$ cat config.mk
export PLATFORM = sky130hd
export DESIGN_NAME = sbc_bank_cmd_legality
export DESIGN_NICKNAME = d
export VERILOG_FILES = /design/src/sbc_pkg.sv /design/src/sbc_bank_cmd_legality.sv
export VERILOG_INCLUDE_DIRS = /design/src
export SDC_FILE = /design/constraint.sdc
export NUM_CORES = 1
export LEC_CHECK = 0
export BUFFER_PORTS_ARGS = -buffer_cell sky130_fd_sc_hd__buf_2
export CAP_MARGIN = 20
export CORE_UTILIZATION = 67
export DETAILED_ROUTE_END_ITERATION = 10
export PLACE_DENSITY = 0.87
export SYNTH_ARGS = -nofsm -noshare
export SYNTH_HDL_FRONTEND = slang
export SYNTH_SLANG_ARGS = --single-unit
$ cat constraint.sdc
create_clock -name core_clk -period 6.2 [get_ports core_clk]
set_input_delay 1.24 -clock core_clk [delete_from_list [all_inputs] [get_ports core_clk]]
set_output_delay 1.24 -clock core_clk [all_outputs]
set_load 0.05 [all_outputs]
$ cat src/sbc_defines.svh
`ifndef SBC_DEFINES_SVH
`define SBC_DEFINES_SVH

// ----------------------------------------
// Clock and timing
// ----------------------------------------
`define SBC_CLK_MHZ 40
`define SBC_TRP_NS 20
`define SBC_TRCD_NS 20
`define SBC_TRC_NS 66
`define SBC_TMRD_NS 15
`define SBC_TWR_NS 15
// Least times round up to whole cycles
`define SBC_NS2CYC(ns) ((((ns) * `SBC_CLK_MHZ) + 999) / 1000)
`define SBC_TRP_CYC `SBC_NS2CYC(`SBC_TRP_NS)
`define SBC_TRCD_CYC `SBC_NS2CYC(`SBC_TRCD_NS)
`define SBC_TRC_CYC `SBC_NS2CYC(`SBC_TRC_NS)
`define SBC_TMRD_CYC `SBC_NS2CYC(`SBC_TMRD_NS)
`define SBC_TWR_CYC `SBC_NS2CYC(`SBC_TWR_NS)

// ----------------------------------------
// Burst and read pipeline
// ----------------------------------------
`define SBC_BURST_LEN 4
`define SBC_CAS_LAT 2
`define SBC_CL_MAX 3
`define SBC_NUM_BANKS 4

`endif

$ cat src/sbc_pkg.sv
`include "sbc_defines.svh"

package sbc_pkg;

  typedef enum logic [3:0] {
    BK_IDLE = 4'h0,
    BK_ACTIVATING = 4'h1,
    BK_ACTIVE = 4'h2,
    BK_READ = 4'h3,
    BK_WRITE = 4'h4,
    BK_READ_AP = 4'h5,
    BK_WRITE_AP = 4'h6,
    BK_PRECHG = 4'h7,
    BK_WR_RECOV = 4'h8
  } sbc_bank_t;

  typedef enum logic [1:0] {
    GL_NORMAL = 2'h0,
    GL_REFRESH = 2'h1,
    GL_MODE_LOAD = 2'h2,
    GL_PRE_ALL = 2'h3
  } sbc_glob_t;

  typedef enum logic [3:0] {
    CMD_INHIBIT = 4'h8,
    CMD_NOP = 4'h7,
    CMD_ACTIVE = 4'h3,
    CMD_READ = 4'h5,
    CMD_WRITE = 4'h4,
    CMD_PRECHARGE = 4'h2,
    CMD_REFRESH = 4'h1,
    CMD_MODE_LOAD = 4'h0,
    CMD_BURST_STOP = 4'h6
  } sbc_cmd_t;

  typedef struct packed {
    sbc_bank_t [`SBC_NUM_BANKS-1:0] bank;
    logic [`SBC_NUM_BANKS-1:0][3:0] bTmr;
    sbc_glob_t gst;
    logic [3:0] gTmr;
    logic burstOn;
    logic burstWr;
    logic [1:0] burstBank;
    logic [3:0] burstCnt;
    logic [`SBC_CL_MAX-1:0] rdPipe;
    logic [`SBC_CL_MAX-1:0][1:0] rdPipeBank;
    logic rdValid;
    logic [1:0] rdBank;
    logic wrAccept;
    logic [1:0] wrBank;
    logic [`SBC_NUM_BANKS-1:0] prStart;
    logic illegal;
    logic ckePrev;
  } sbc_state_t;

endpackage

$ cat src/sbc_bank_cmd_legality.sv
`timescale 1ns/10ps
`include "sbc_defines.svh"

// Notes on behaviour
// - Refresh lasts tRC, then all banks idle
// - Mode load lasts tMRD, then all idle
// - Precharge-all lasts tRP, leaves banks idle
// - Precharge-all needs every bank prechargeable
// - Burst stop hits most recent burst only
// - Precharge to idle bank is a no-op
// - Inhibit and no-op continue current operation
// - Auto-precharge burst cut by read or write starts own precharge; burst stop leaves bank in its auto-precharge state
// - Read after read: new data CL later
// - Write cuts read; host masks one earlier
// - Read ends write; last word one before
// - Write ends write; last word one before
// - Read ends auto-precharge read; precharge immediately
// - Write ends auto-precharge read; precharge immediately
// - Read ends auto-precharge write; precharge after tWR
// - Write ends auto-precharge write; precharge after tWR
// - Bank states: idle, activating, active, read, write, auto-precharge read and write, precharge, write recovery
// - Auto-precharge bank stays until tRP, then idle
// - Commands count only with clock enable twice high
module sbc_bank_cmd_legality
  import sbc_pkg::*;
#(
  parameter int BURST_LEN = `SBC_BURST_LEN,
  parameter int CAS_LAT = `SBC_CAS_LAT
) (
  input wire logic core_clk,
  input wire logic nrst,
  input wire logic cke,
  input wire logic csN,
  input wire logic rasN,
  input wire logic casN,
  input wire logic weN,
  input wire logic [1:0] bankAddr,
  input wire logic autoPre,
  input wire logic dqm,
  output sbc_bank_t [`SBC_NUM_BANKS-1:0] bankState,
  output sbc_glob_t globalState,
  output logic rdValid,
  output logic [1:0] rdBank,
  output logic wrAccept,
  output logic [1:0] wrBank,
  output logic [`SBC_NUM_BANKS-1:0] prechargeStart,
  output logic illegalCmd
);

  localparam logic [3:0] TRP = 4'(`SBC_TRP_CYC);
  localparam logic [3:0] TRCD = 4'(`SBC_TRCD_CYC);
  localparam logic [3:0] TRC = 4'(`SBC_TRC_CYC);
  localparam logic [3:0] TMRD = 4'(`SBC_TMRD_CYC);
  localparam logic [3:0] TWR = 4'(`SBC_TWR_CYC);
  localparam logic [3:0] BL = 4'(BURST_LEN);

  sbc_state_t stQ;
  sbc_state_t stD;
  sbc_cmd_t cmd;
  logic cmdGo;
  logic allIdle;
  logic refAcc;
  logic mrlAcc;
  logic preAllAcc;
  logic preIdleAcc;
  logic rdAcc;
  logic wrAcc;
  logic apRdHit;
  logic apWrHit;

  // ----------------------------------------
  // Command decode
  // ----------------------------------------
  always_comb begin
    if (csN) begin
      cmd = CMD_INHIBIT;
    end else begin
      cmd = sbc_cmd_t'({1'b0, rasN, casN, weN});
    end
  end

  // ----------------------------------------
  // Next state
  // ----------------------------------------
  always_comb begin
    logic [1:0] ob;
    stD = stQ;
    ob = stQ.burstBank;
    refAcc = 1'b0;
    mrlAcc = 1'b0;
    preAllAcc = 1'b0;
    preIdleAcc = 1'b0;
    rdAcc = 1'b0;
    wrAcc = 1'b0;
    apRdHit = 1'b0;
    apWrHit = 1'b0;
    stD.prStart = '0;
    stD.illegal = 1'b0;
    stD.wrAccept = 1'b0;
    stD.ckePrev = cke;
    allIdle = 1'b1;
    for (int b = 0; b < `SBC_NUM_BANKS; b++) begin
      if (stQ.bank[b] != BK_IDLE) begin
        allIdle = 1'b0;
      end
    end
    for (int b = 0; b < `SBC_NUM_BANKS; b++) begin
      if (stQ.bTmr[b] > 4'h1) begin
        stD.bTmr[b] = stQ.bTmr[b] - 4'h1;
      end else if (stQ.bank[b] == BK_ACTIVATING) begin
        stD.bank[b] = BK_ACTIVE;
      end else if (stQ.bank[b] == BK_PRECHG) begin
        stD.bank[b] = BK_IDLE;
      end else if (stQ.bank[b] == BK_WR_RECOV) begin
        stD.bank[b] = BK_PRECHG;
        stD.bTmr[b] = TRP;
        stD.prStart[b] = 1'b1;
      end
    end
    if (stQ.gst != GL_NORMAL) begin
      if (stQ.gTmr > 4'h1) begin
        stD.gTmr = stQ.gTmr - 4'h1;
      end else begin
        stD.gst = GL_NORMAL;
        for (int b = 0; b < `SBC_NUM_BANKS; b++) begin
          stD.bank[b] = BK_IDLE;
        end
      end
    end
    // Read pipeline shift
    stD.rdPipe = {stQ.rdPipe[`SBC_CL_MAX-2:0], 1'b0};
    stD.rdPipeBank = {stQ.rdPipeBank[`SBC_CL_MAX-2:0], 2'h0};
    stD.rdValid = stQ.rdPipe[CAS_LAT-1];
    stD.rdBank = stQ.rdPipeBank[CAS_LAT-1];
    // Burst progress; natural end of an auto-precharge burst
    if (stQ.burstOn) begin
      if (stQ.burstCnt >= BL) begin
        stD.burstOn = 1'b0;
        if (stQ.bank[ob] == BK_READ || stQ.bank[ob] == BK_WRITE) begin
          stD.bank[ob] = BK_ACTIVE;
        end else if (stQ.bank[ob] == BK_READ_AP) begin
          stD.bank[ob] = BK_PRECHG;
          stD.bTmr[ob] = TRP;
          stD.prStart[ob] = 1'b1;
        end else if (stQ.bank[ob] == BK_WRITE_AP) begin
          stD.bank[ob] = BK_WR_RECOV;
          stD.bTmr[ob] = TWR;
        end
      end else begin
        stD.burstCnt = stQ.burstCnt + 4'h1;
        if (stQ.burstWr) begin
          stD.wrAccept = ~dqm;
          stD.wrBank = ob;
        end else begin
          stD.rdPipe[0] = 1'b1;
          stD.rdPipeBank[0] = ob;
        end
      end
    end
    // only with clock enable high at both edges
    // inhibit and no-op fall through untouched
    cmdGo = stQ.ckePrev && cke && cmd != CMD_INHIBIT && cmd != CMD_NOP;
    if (cmdGo && stQ.gst != GL_NORMAL) begin
      // flag commands during a global state
      stD.illegal = 1'b1;
    end else if (cmdGo) begin
      unique case (cmd)
        CMD_ACTIVE: begin
          if (stQ.bank[bankAddr] == BK_IDLE) begin
            stD.bank[bankAddr] = BK_ACTIVATING;
            stD.bTmr[bankAddr] = TRCD;
          end else begin
            stD.illegal = 1'b1;
          end
        end
        CMD_READ, CMD_WRITE: begin
          if (stQ.bank[bankAddr] inside {BK_ACTIVE, BK_READ, BK_WRITE}) begin
            rdAcc = (cmd == CMD_READ);
            wrAcc = (cmd == CMD_WRITE);
            if (stQ.burstOn) begin
              // interrupted burst hands over its bank
              if (stQ.bank[ob] == BK_READ_AP) begin
                apRdHit = 1'b1;
                stD.bank[ob] = BK_PRECHG;
                stD.bTmr[ob] = TRP;
                stD.prStart[ob] = 1'b1;
              end else if (stQ.bank[ob] == BK_WRITE_AP) begin
                apWrHit = 1'b1;
                stD.bank[ob] = BK_WR_RECOV;
                stD.bTmr[ob] = TWR;
              end else begin
                stD.bank[ob] = BK_ACTIVE;
              end
            end
            if (autoPre) begin
              stD.bank[bankAddr] = wrAcc ? BK_WRITE_AP : BK_READ_AP;
            end else begin
              stD.bank[bankAddr] = wrAcc ? BK_WRITE : BK_READ;
            end
            stD.burstOn = 1'b1;
            stD.burstWr = wrAcc;
            stD.burstBank = bankAddr;
            stD.burstCnt = 4'h1;
            if (wrAcc) begin
              // a write drops every read word in flight
              stD.rdPipe = '0;
              stD.rdValid = 1'b0;
              // old write word at this edge is not taken
              stD.wrAccept = ~dqm;
              stD.wrBank = bankAddr;
            end else begin
              // new read replaces older words CL later
              stD.wrAccept = 1'b0;
              stD.rdPipe[0] = 1'b1;
              stD.rdPipeBank[0] = bankAddr;
            end
          end else begin
            stD.illegal = 1'b1;
          end
        end
        CMD_PRECHARGE: begin
          if (autoPre) begin
            // every bank must be in a prechargeable state
            for (int b = 0; b < `SBC_NUM_BANKS; b++) begin
              if (stQ.bank[b] inside {BK_ACTIVATING, BK_READ_AP, BK_WRITE_AP,
                                      BK_WR_RECOV}) begin
                stD.illegal = 1'b1;
              end
            end
            if (!stD.illegal) begin
              preAllAcc = 1'b1;
              stD.gst = GL_PRE_ALL;
              stD.gTmr = TRP;
              stD.burstOn = 1'b0;
              for (int b = 0; b < `SBC_NUM_BANKS; b++) begin
                if (stQ.bank[b] != BK_IDLE) begin
                  stD.bank[b] = BK_PRECHG;
                  stD.bTmr[b] = TRP;
                  stD.prStart[b] = 1'b1;
                end
              end
            end
          end else if (stQ.bank[bankAddr] == BK_IDLE) begin
            // no effect on an idle bank
            preIdleAcc = 1'b1;
          end else if (stQ.bank[bankAddr] inside {BK_ACTIVE, BK_READ, BK_WRITE}) begin
            stD.bank[bankAddr] = BK_PRECHG;
            stD.bTmr[bankAddr] = TRP;
            stD.prStart[bankAddr] = 1'b1;
            if (stQ.burstOn && ob == bankAddr) begin
              stD.burstOn = 1'b0;
            end
          end else if (stQ.bank[bankAddr] != BK_PRECHG) begin
            stD.illegal = 1'b1;
          end
        end
        CMD_REFRESH, CMD_MODE_LOAD: begin
          // not bank-specific, all banks must be idle
          if (!allIdle) begin
            stD.illegal = 1'b1;
          end else if (cmd == CMD_REFRESH) begin
            refAcc = 1'b1;
            stD.gst = GL_REFRESH;
            stD.gTmr = TRC;
          end else begin
            mrlAcc = 1'b1;
            stD.gst = GL_MODE_LOAD;
            stD.gTmr = TMRD;
          end
        end
        CMD_BURST_STOP: begin
          // acts on the latest burst whatever the bank
          if (stQ.burstOn) begin
            stD.burstOn = 1'b0;
            stD.wrAccept = 1'b0;
            stD.rdPipe[0] = 1'b0;
            if (stQ.bank[ob] == BK_READ || stQ.bank[ob] == BK_WRITE) begin
              stD.bank[ob] = BK_ACTIVE;
            end
          end
        end
        default: begin
          stD.illegal = 1'b0;
        end
      endcase
    end
  end

  // ----------------------------------------
  // State register
  // ----------------------------------------
  always_ff @(posedge core_clk or negedge nrst) begin
    if (!nrst) begin
      stQ <= '0;
    end else begin
      stQ <= stD;
    end
  end

  assign bankState = stQ.bank;
  assign globalState = stQ.gst;
  assign rdValid = stQ.rdValid;
  assign rdBank = stQ.rdBank;
  assign wrAccept = stQ.wrAccept;
  assign wrBank = stQ.wrBank;
  assign prechargeStart = stQ.prStart;
  assign illegalCmd = stQ.illegal;

  // ----------------------------------------
  // Assertions
  // ----------------------------------------
  localparam int TRC_C = `SBC_TRC_CYC;
  localparam int TMRD_C = `SBC_TMRD_CYC;
  localparam int TRP_C = `SBC_TRP_CYC;
  localparam int TWR_D = `SBC_TWR_CYC + 1;
  localparam int CL_C = CAS_LAT;
endmodule // sbc_bank_cmd_legality

Yosys cells after proc, flatten, opt, wreduce, memory -nomap -nowiden
Cells that the tools add are included. W data, S select, Z words.

Bits of input ports: 11. Bits in registers: 64.

Mux-type cells: 181. Bitwise logic cells: 33. $lt $le $gt $ge: 10. $add $sub $neg: 6. Reductions and logical operators: 23. Eq/ne operators: 37.

Operator list (count): $mux W32 (15); $mux W4 (55); $mux W16 (9); $mux W49 (2); $and A12 B12 Y12 (8); $eq A4 B3 Y1 const B (19); $pmux W16 S4 (1); $mux W1 (55); $not A12 Y12 (4); $pmux W16 S3 (1); $or A4 B4 Y4 (11); $mux W39 (1); $or A12 B12 Y12 (3); $bwmux W16 (2); $reduce_bool A4 Y1 (8); $mux W6 (4); $mux W3 (7); $mux W7 (3); $eq A4 B1 Y1 const B (5); $eq A4 B2 Y1 const B (5); $gt A4 B1 Y1 const B (5); $sub A4 B1 Y4 const B (5); $mux W2 (9); $bmux W4 S2 (2); other kinds (29) (51).

Longest topological paths before layout
Depth after elaboration: 27. Gate-level depth with buffers: 9.

Worst setup path before layout
Ideal clock, no wire load.

Path kind: input port to flip-flop. Start point: input port bankAddr[0]. End point: register stQ, in the netlist bankState[15]. Setup time: 0.135 ns. Data arrival time: 3.438 ns. Stages on the path: 9. Setup slack: 2.627 ns. Path buffers: 2. Data required time: 6.065 ns. Cells stage by stage: buf_6 mux4_2 or3b_1 buf_2 a2111oi_0 a31o_1 o21ai_2 a2111oi_2 o22ai_1.

RTL lines: start, declared (line sbc_bank_cmd_legality.sv:37) `input wire logic [1:0] bankAddr,`; end signal, assigned (line sbc_bank_cmd_legality.sv:296) `stQ <= stD;`; end, declared (line sbc_bank_cmd_legality.sv:57) `sbc_state_t stQ;`.

==> PnR_summary.wiki <==
{| class="wikitable"
! Metric !! Value
|-
| Post-synth cell types || 74
|-
| Number of buffers on the longest clock path || 2
|-
| Most repeated cell in the gate-level netlist after synthesis || sky130_fd_sc_hd__nor2_1
|-
| Critical setup path kind || input port to flip-flop
|-
| Data required time of the critical path || 6.50 ns
|-
| Residual DRC || 0
|-
| Setup skew after layout || 0.0214 ns
|-
| Number of violations of the max-capacitance limit || 0
|-
| CTS tree || yes
|-
| Most area-consuming cells after synthesis || sky130_fd_sc_hd__dfrtp_1, sky130_fd_sc_hd__nor2_1, sky130_fd_sc_hd__a21oi_1, sky130_fd_sc_hd__nand2_1, sky130_fd_sc_hd__o21ai_0
|-
| Met1 Track Usage GR || 0.596
|-
| Depth of the CTS H-tree || 3
|-
| Post-synth EDFFs || 0
|-
| Tightest Hold Check Type || flip-flop to flip-flop
|-
| Number of global-route vias before repair || 5647
|-
| Gpl congestion || 1.20
|-
| Share of synthesized area occupied by flip-flops and latches || 0.291
|-
| Pin count of the biggest net entering global routing || 65
|-
| Fraction of final layout cells sized beyond drive strength 1 || 0.142
|-
| Number of iterations in the first detailed-routing pass || 10
|-
| Crit path max-delay family || simple AND/OR/NAND/NOR gates
|-
| Width of the die || 92.7 um
|-
| Synthesis warning total || 0
|-
| Ant diodes || 0
|-
| Cell with the largest stage delay on the worst path || sky130_fd_sc_hd__a211oi_4
|-
| Global-route wire length before repair || 30100 um
|-
| Post-layout min period || 4.35 ns
|-
| Global-route met2 utilization || 0.666
|-
| Transition time at the pin with the least slew margin || 1.19 ns
|-
| Count of pins on the block boundary || 40
|-
| Final routed wirelength across all metal layers || 19300 um
|-
| Starting utilization of the core area || 0.702
|-
| Leakage power || 2.42 nW
|-
| Outcome || finished, final reports clean
|-
| Setup violation total in the final timing report || 0
|-
| Sum of net half-perimeters after detailed placement || 13500 um
|-
| Overall power of the completed layout || 1.68 mW
|-
| Slowest stage delay, CP || 0.73 ns
|-
| Fraction of the cycle the final worst path needs || 0.701
|-
| Relative slew slack || 0.197
|-
| CTS Buf Count || 9
|-
| Crit path max fanout || 16
|-
| Met3 global-route usage || 0.185
|-
| Share of the synthesized area in the top cell type || 0.291
|-
| Final-stage net count || 714
|-
| Number of inserted filler cells in the final layout || 636
|-
| Number of max-slew violations in the final report || 0
|-
| DIE HEIGHT || 92.7 um
|-
| Relative area change from synthesis to final layout || 4.25%
|-
| Type of origin of the critical path || input port
|-
| Arrival time of data at the critical path endpoint || 4.65 ns
|-
| Area inside the core boundary || 0.00785 mm2
|-
| Final-layout setup total negative slack || 0 ns
|-
| Reg2Reg Launch Point || bankState[9]
|-
| Count of state elements after synthesis || 64
|-
| Total of cells resized after clock tree synthesis || 0
|-
| Pwr dens || 292 mW/mm2
|-
| Synth Flop Type || sky130_fd_sc_hd__dfrtp_1
|-
| Cell accounting for the most synthesized area || sky130_fd_sc_hd__dfrtp_1
|-
| Clock root buffer || sky130_fd_sc_hd__clkbuf_8
|-
| Cell row count || 32
|-
| Top cell types by occurrence after synthesis || sky130_fd_sc_hd__nor2_1, sky130_fd_sc_hd__nand2_1, sky130_fd_sc_hd__dfrtp_1, sky130_fd_sc_hd__a21oi_1, sky130_fd_sc_hd__o21ai_0
|-
| Maximum vdd ir drop || 0.220 mV
|-
| Initial antenna violation count || 0
|-
| Share of cell area taken by muxes after synthesis || 0.0538
|-
| Post-synthesis net count || 726
|-
| Detailed-route wire length per cell || 24.1 um
|-
| Via/cell ratio || 7.62
|-
| Total global-route track usage || 0.467
|-
| Synthesized instance count || 704
|-
| Sequential cell area || 0.00160 mm2
|-
| GR Overflow Total || 0
|-
| Post CTS Setup Buffer Count || 0
|-
| Mean post-synth cell area || 7.82 um2
|-
| Largest family of logic cells by synthesized area || compound AO/OA/AOI/OAI gates
|-
| RSZ-0062 raised after global routing || false
|-
| Adder and majority cell fraction of the synthesized area || 0.0250
|-
| Buffers & Inverters on Critical Path || 1
|-
| Count of final hold-check violations || 0
|-
| Post-Place Worst Slack || 1.65 ns
|-
| Vias after detailed routing || 6091
|-
| Sink Count || 64
|-
| Worst Slack Setup Final || 1.85 ns
|-
| Post-synthesis xor/xnor area fraction || 0.0207
|-
| Timing-limited maximum frequency || 230 MHz
|-
| DR iter-0 viols || 1156
|-
| Most used routing layer in global routing || met2
|-
| CP endpoint kind || flip-flop
|-
| Post-synthesis share of cell area spent on and, or, nand and nor gates || 0.264
|-
| Final antenna-violating net count || 0
|-
| Final Core Density || 0.732
|-
| Async set-reset flop share out of synthesis || 1.00
|-
| Count of buffers inserted at the top-level ports || 39
|-
| Clock transition at the registers of the reported paths || 0.08 ns
|-
| Cell-by-cell listing of the critical path || buf_2 > mux4_2 > or3b_1 > a211oi_4 > nand2_1 > nor2_1 > nor2_1 > nor2_1
|-
| Total standard cell area after synthesis || 0.00551 mm2
|-
| Crit. Startpoint || bankAddr[0]
|-
| Synthesized-area fraction occupied by ao, oa, aoi and oai cells || 0.265
|-
| Number of hold buffers added after cts || 0
|-
| Die footprint || 0.00859 mm2
|-
| Multi-input gate area || 0.00346 mm2
|-
| Source-to-sink clock delay at the later pin of the worst-skew pair || 0.38 ns
|-
| Hold Crit Start || stD[10]
|-
| Most Frequent Cell on Critical Path || sky130_fd_sc_hd__nor2_1
|}
-- path summary, 6_finish.rpt --
| path | to | slack (ns) | cells past startpoint |
|---|---|---|---|
| max | wrAccept | 1.85 | 8 |
| min | rdBank[1] | 0.36 | 0 |
| max reg2reg | wrAccept | 2.48 | 7 |
| min reg2reg | rdBank[1] | 0.36 | 0 |
| max in group asynchronous | bankState[12] | 4.59 | 2 |
| min in group asynchronous | stQ[48] | 1.04 | 2 |
-- final cells by class --
class / instances / share of cell area
Multi-Input combinational cell: 550 / 0.603
Sequential cell: 64 / 0.279
Timing Repair Buffer: 46 / 0.0431
Tap cell: 102 / 0.0222
Clock buffer: 9 / 0.0216
Clock inverter: 7 / 0.0179
Inverter: 21 / 0.0137
-- where the power goes --
part	leakage, nW	switching (mW)	internal (mW)
Combinational	1.50	0.433	0.225
Sequential	0.813	0.113	0.475
Clock	0.110	0.199	0.230
Total	2.42	0.746	0.930
-- per-layer routing --
layer	up-vias	routed length [um]
met3	190	3080
met4	0	1590
met1	2774	6750
met5	-	0
li1	2550	-
met2	577	7830
-- flip-flops by register name (all words and copies together), names as in the netlist --
| name | count |
|---|---|
| wrBank | 2 |
| wrAccept | 1 |
| rdBank | 2 |
| stQ | 31 |
| stD | 4 |
| rdValid | 1 |
| bankState | 16 |
| prechargeStart | 4 |
| globalState | 2 |
| illegalCmd | 1 |
-- cells by family after synthesis --
logic type,after synthesis
AOI/OAI and AO/OA,221
xor gates and xnor gates,13
muxes,18
adders and majority gates,11
and+or+nand+nor,287
DFF,64
buffers and inverters,90
-- through the flow --
step	hold slack, ns	instances	instance area (um2)
global route	0.373	799	5740
CTS	0.363	798	5730
floorplan	0.331	704	5510
detailed placement	0.344	782	5510
finish	0.362	799	5740
global placement	0.333	782	5510
-- cell usage in the layout (no fill, tap or decap), types with 4 or more instances in the layout --
cell and count:
sky130_fd_sc_hd__a211oi_1 5, sky130_fd_sc_hd__a21o_1 8, sky130_fd_sc_hd__a21oi_1 53, sky130_fd_sc_hd__a221oi_1 6, sky130_fd_sc_hd__a311oi_1 4, sky130_fd_sc_hd__a31oi_1 16
sky130_fd_sc_hd__and2_1 9, sky130_fd_sc_hd__and3_1 10, sky130_fd_sc_hd__and3b_1 4, sky130_fd_sc_hd__buf_2 39, sky130_fd_sc_hd__buf_4 6, sky130_fd_sc_hd__clkbuf_8 9
sky130_fd_sc_hd__dfrtp_1 64, sky130_fd_sc_hd__ha_1 11, sky130_fd_sc_hd__inv_1 21, sky130_fd_sc_hd__mux2i_1 6, sky130_fd_sc_hd__mux4_2 9, sky130_fd_sc_hd__nand2_1 70
sky130_fd_sc_hd__nand2b_1 15, sky130_fd_sc_hd__nand3_1 23, sky130_fd_sc_hd__nand3b_1 6, sky130_fd_sc_hd__nor2_1 72, sky130_fd_sc_hd__nor2b_1 10, sky130_fd_sc_hd__nor3_1 24
sky130_fd_sc_hd__nor3b_1 4, sky130_fd_sc_hd__nor4_1 4, sky130_fd_sc_hd__o21ai_0 48, sky130_fd_sc_hd__o21ai_1 4, sky130_fd_sc_hd__o22ai_1 14, sky130_fd_sc_hd__o31a_1 5
sky130_fd_sc_hd__o31ai_1 10, sky130_fd_sc_hd__or2_2 9, sky130_fd_sc_hd__or3_1 7, sky130_fd_sc_hd__or4b_2 4, sky130_fd_sc_hd__xnor2_1 8, sky130_fd_sc_hd__xor2_1 5
No activity file was read; power rests on OpenSTA's default activity.
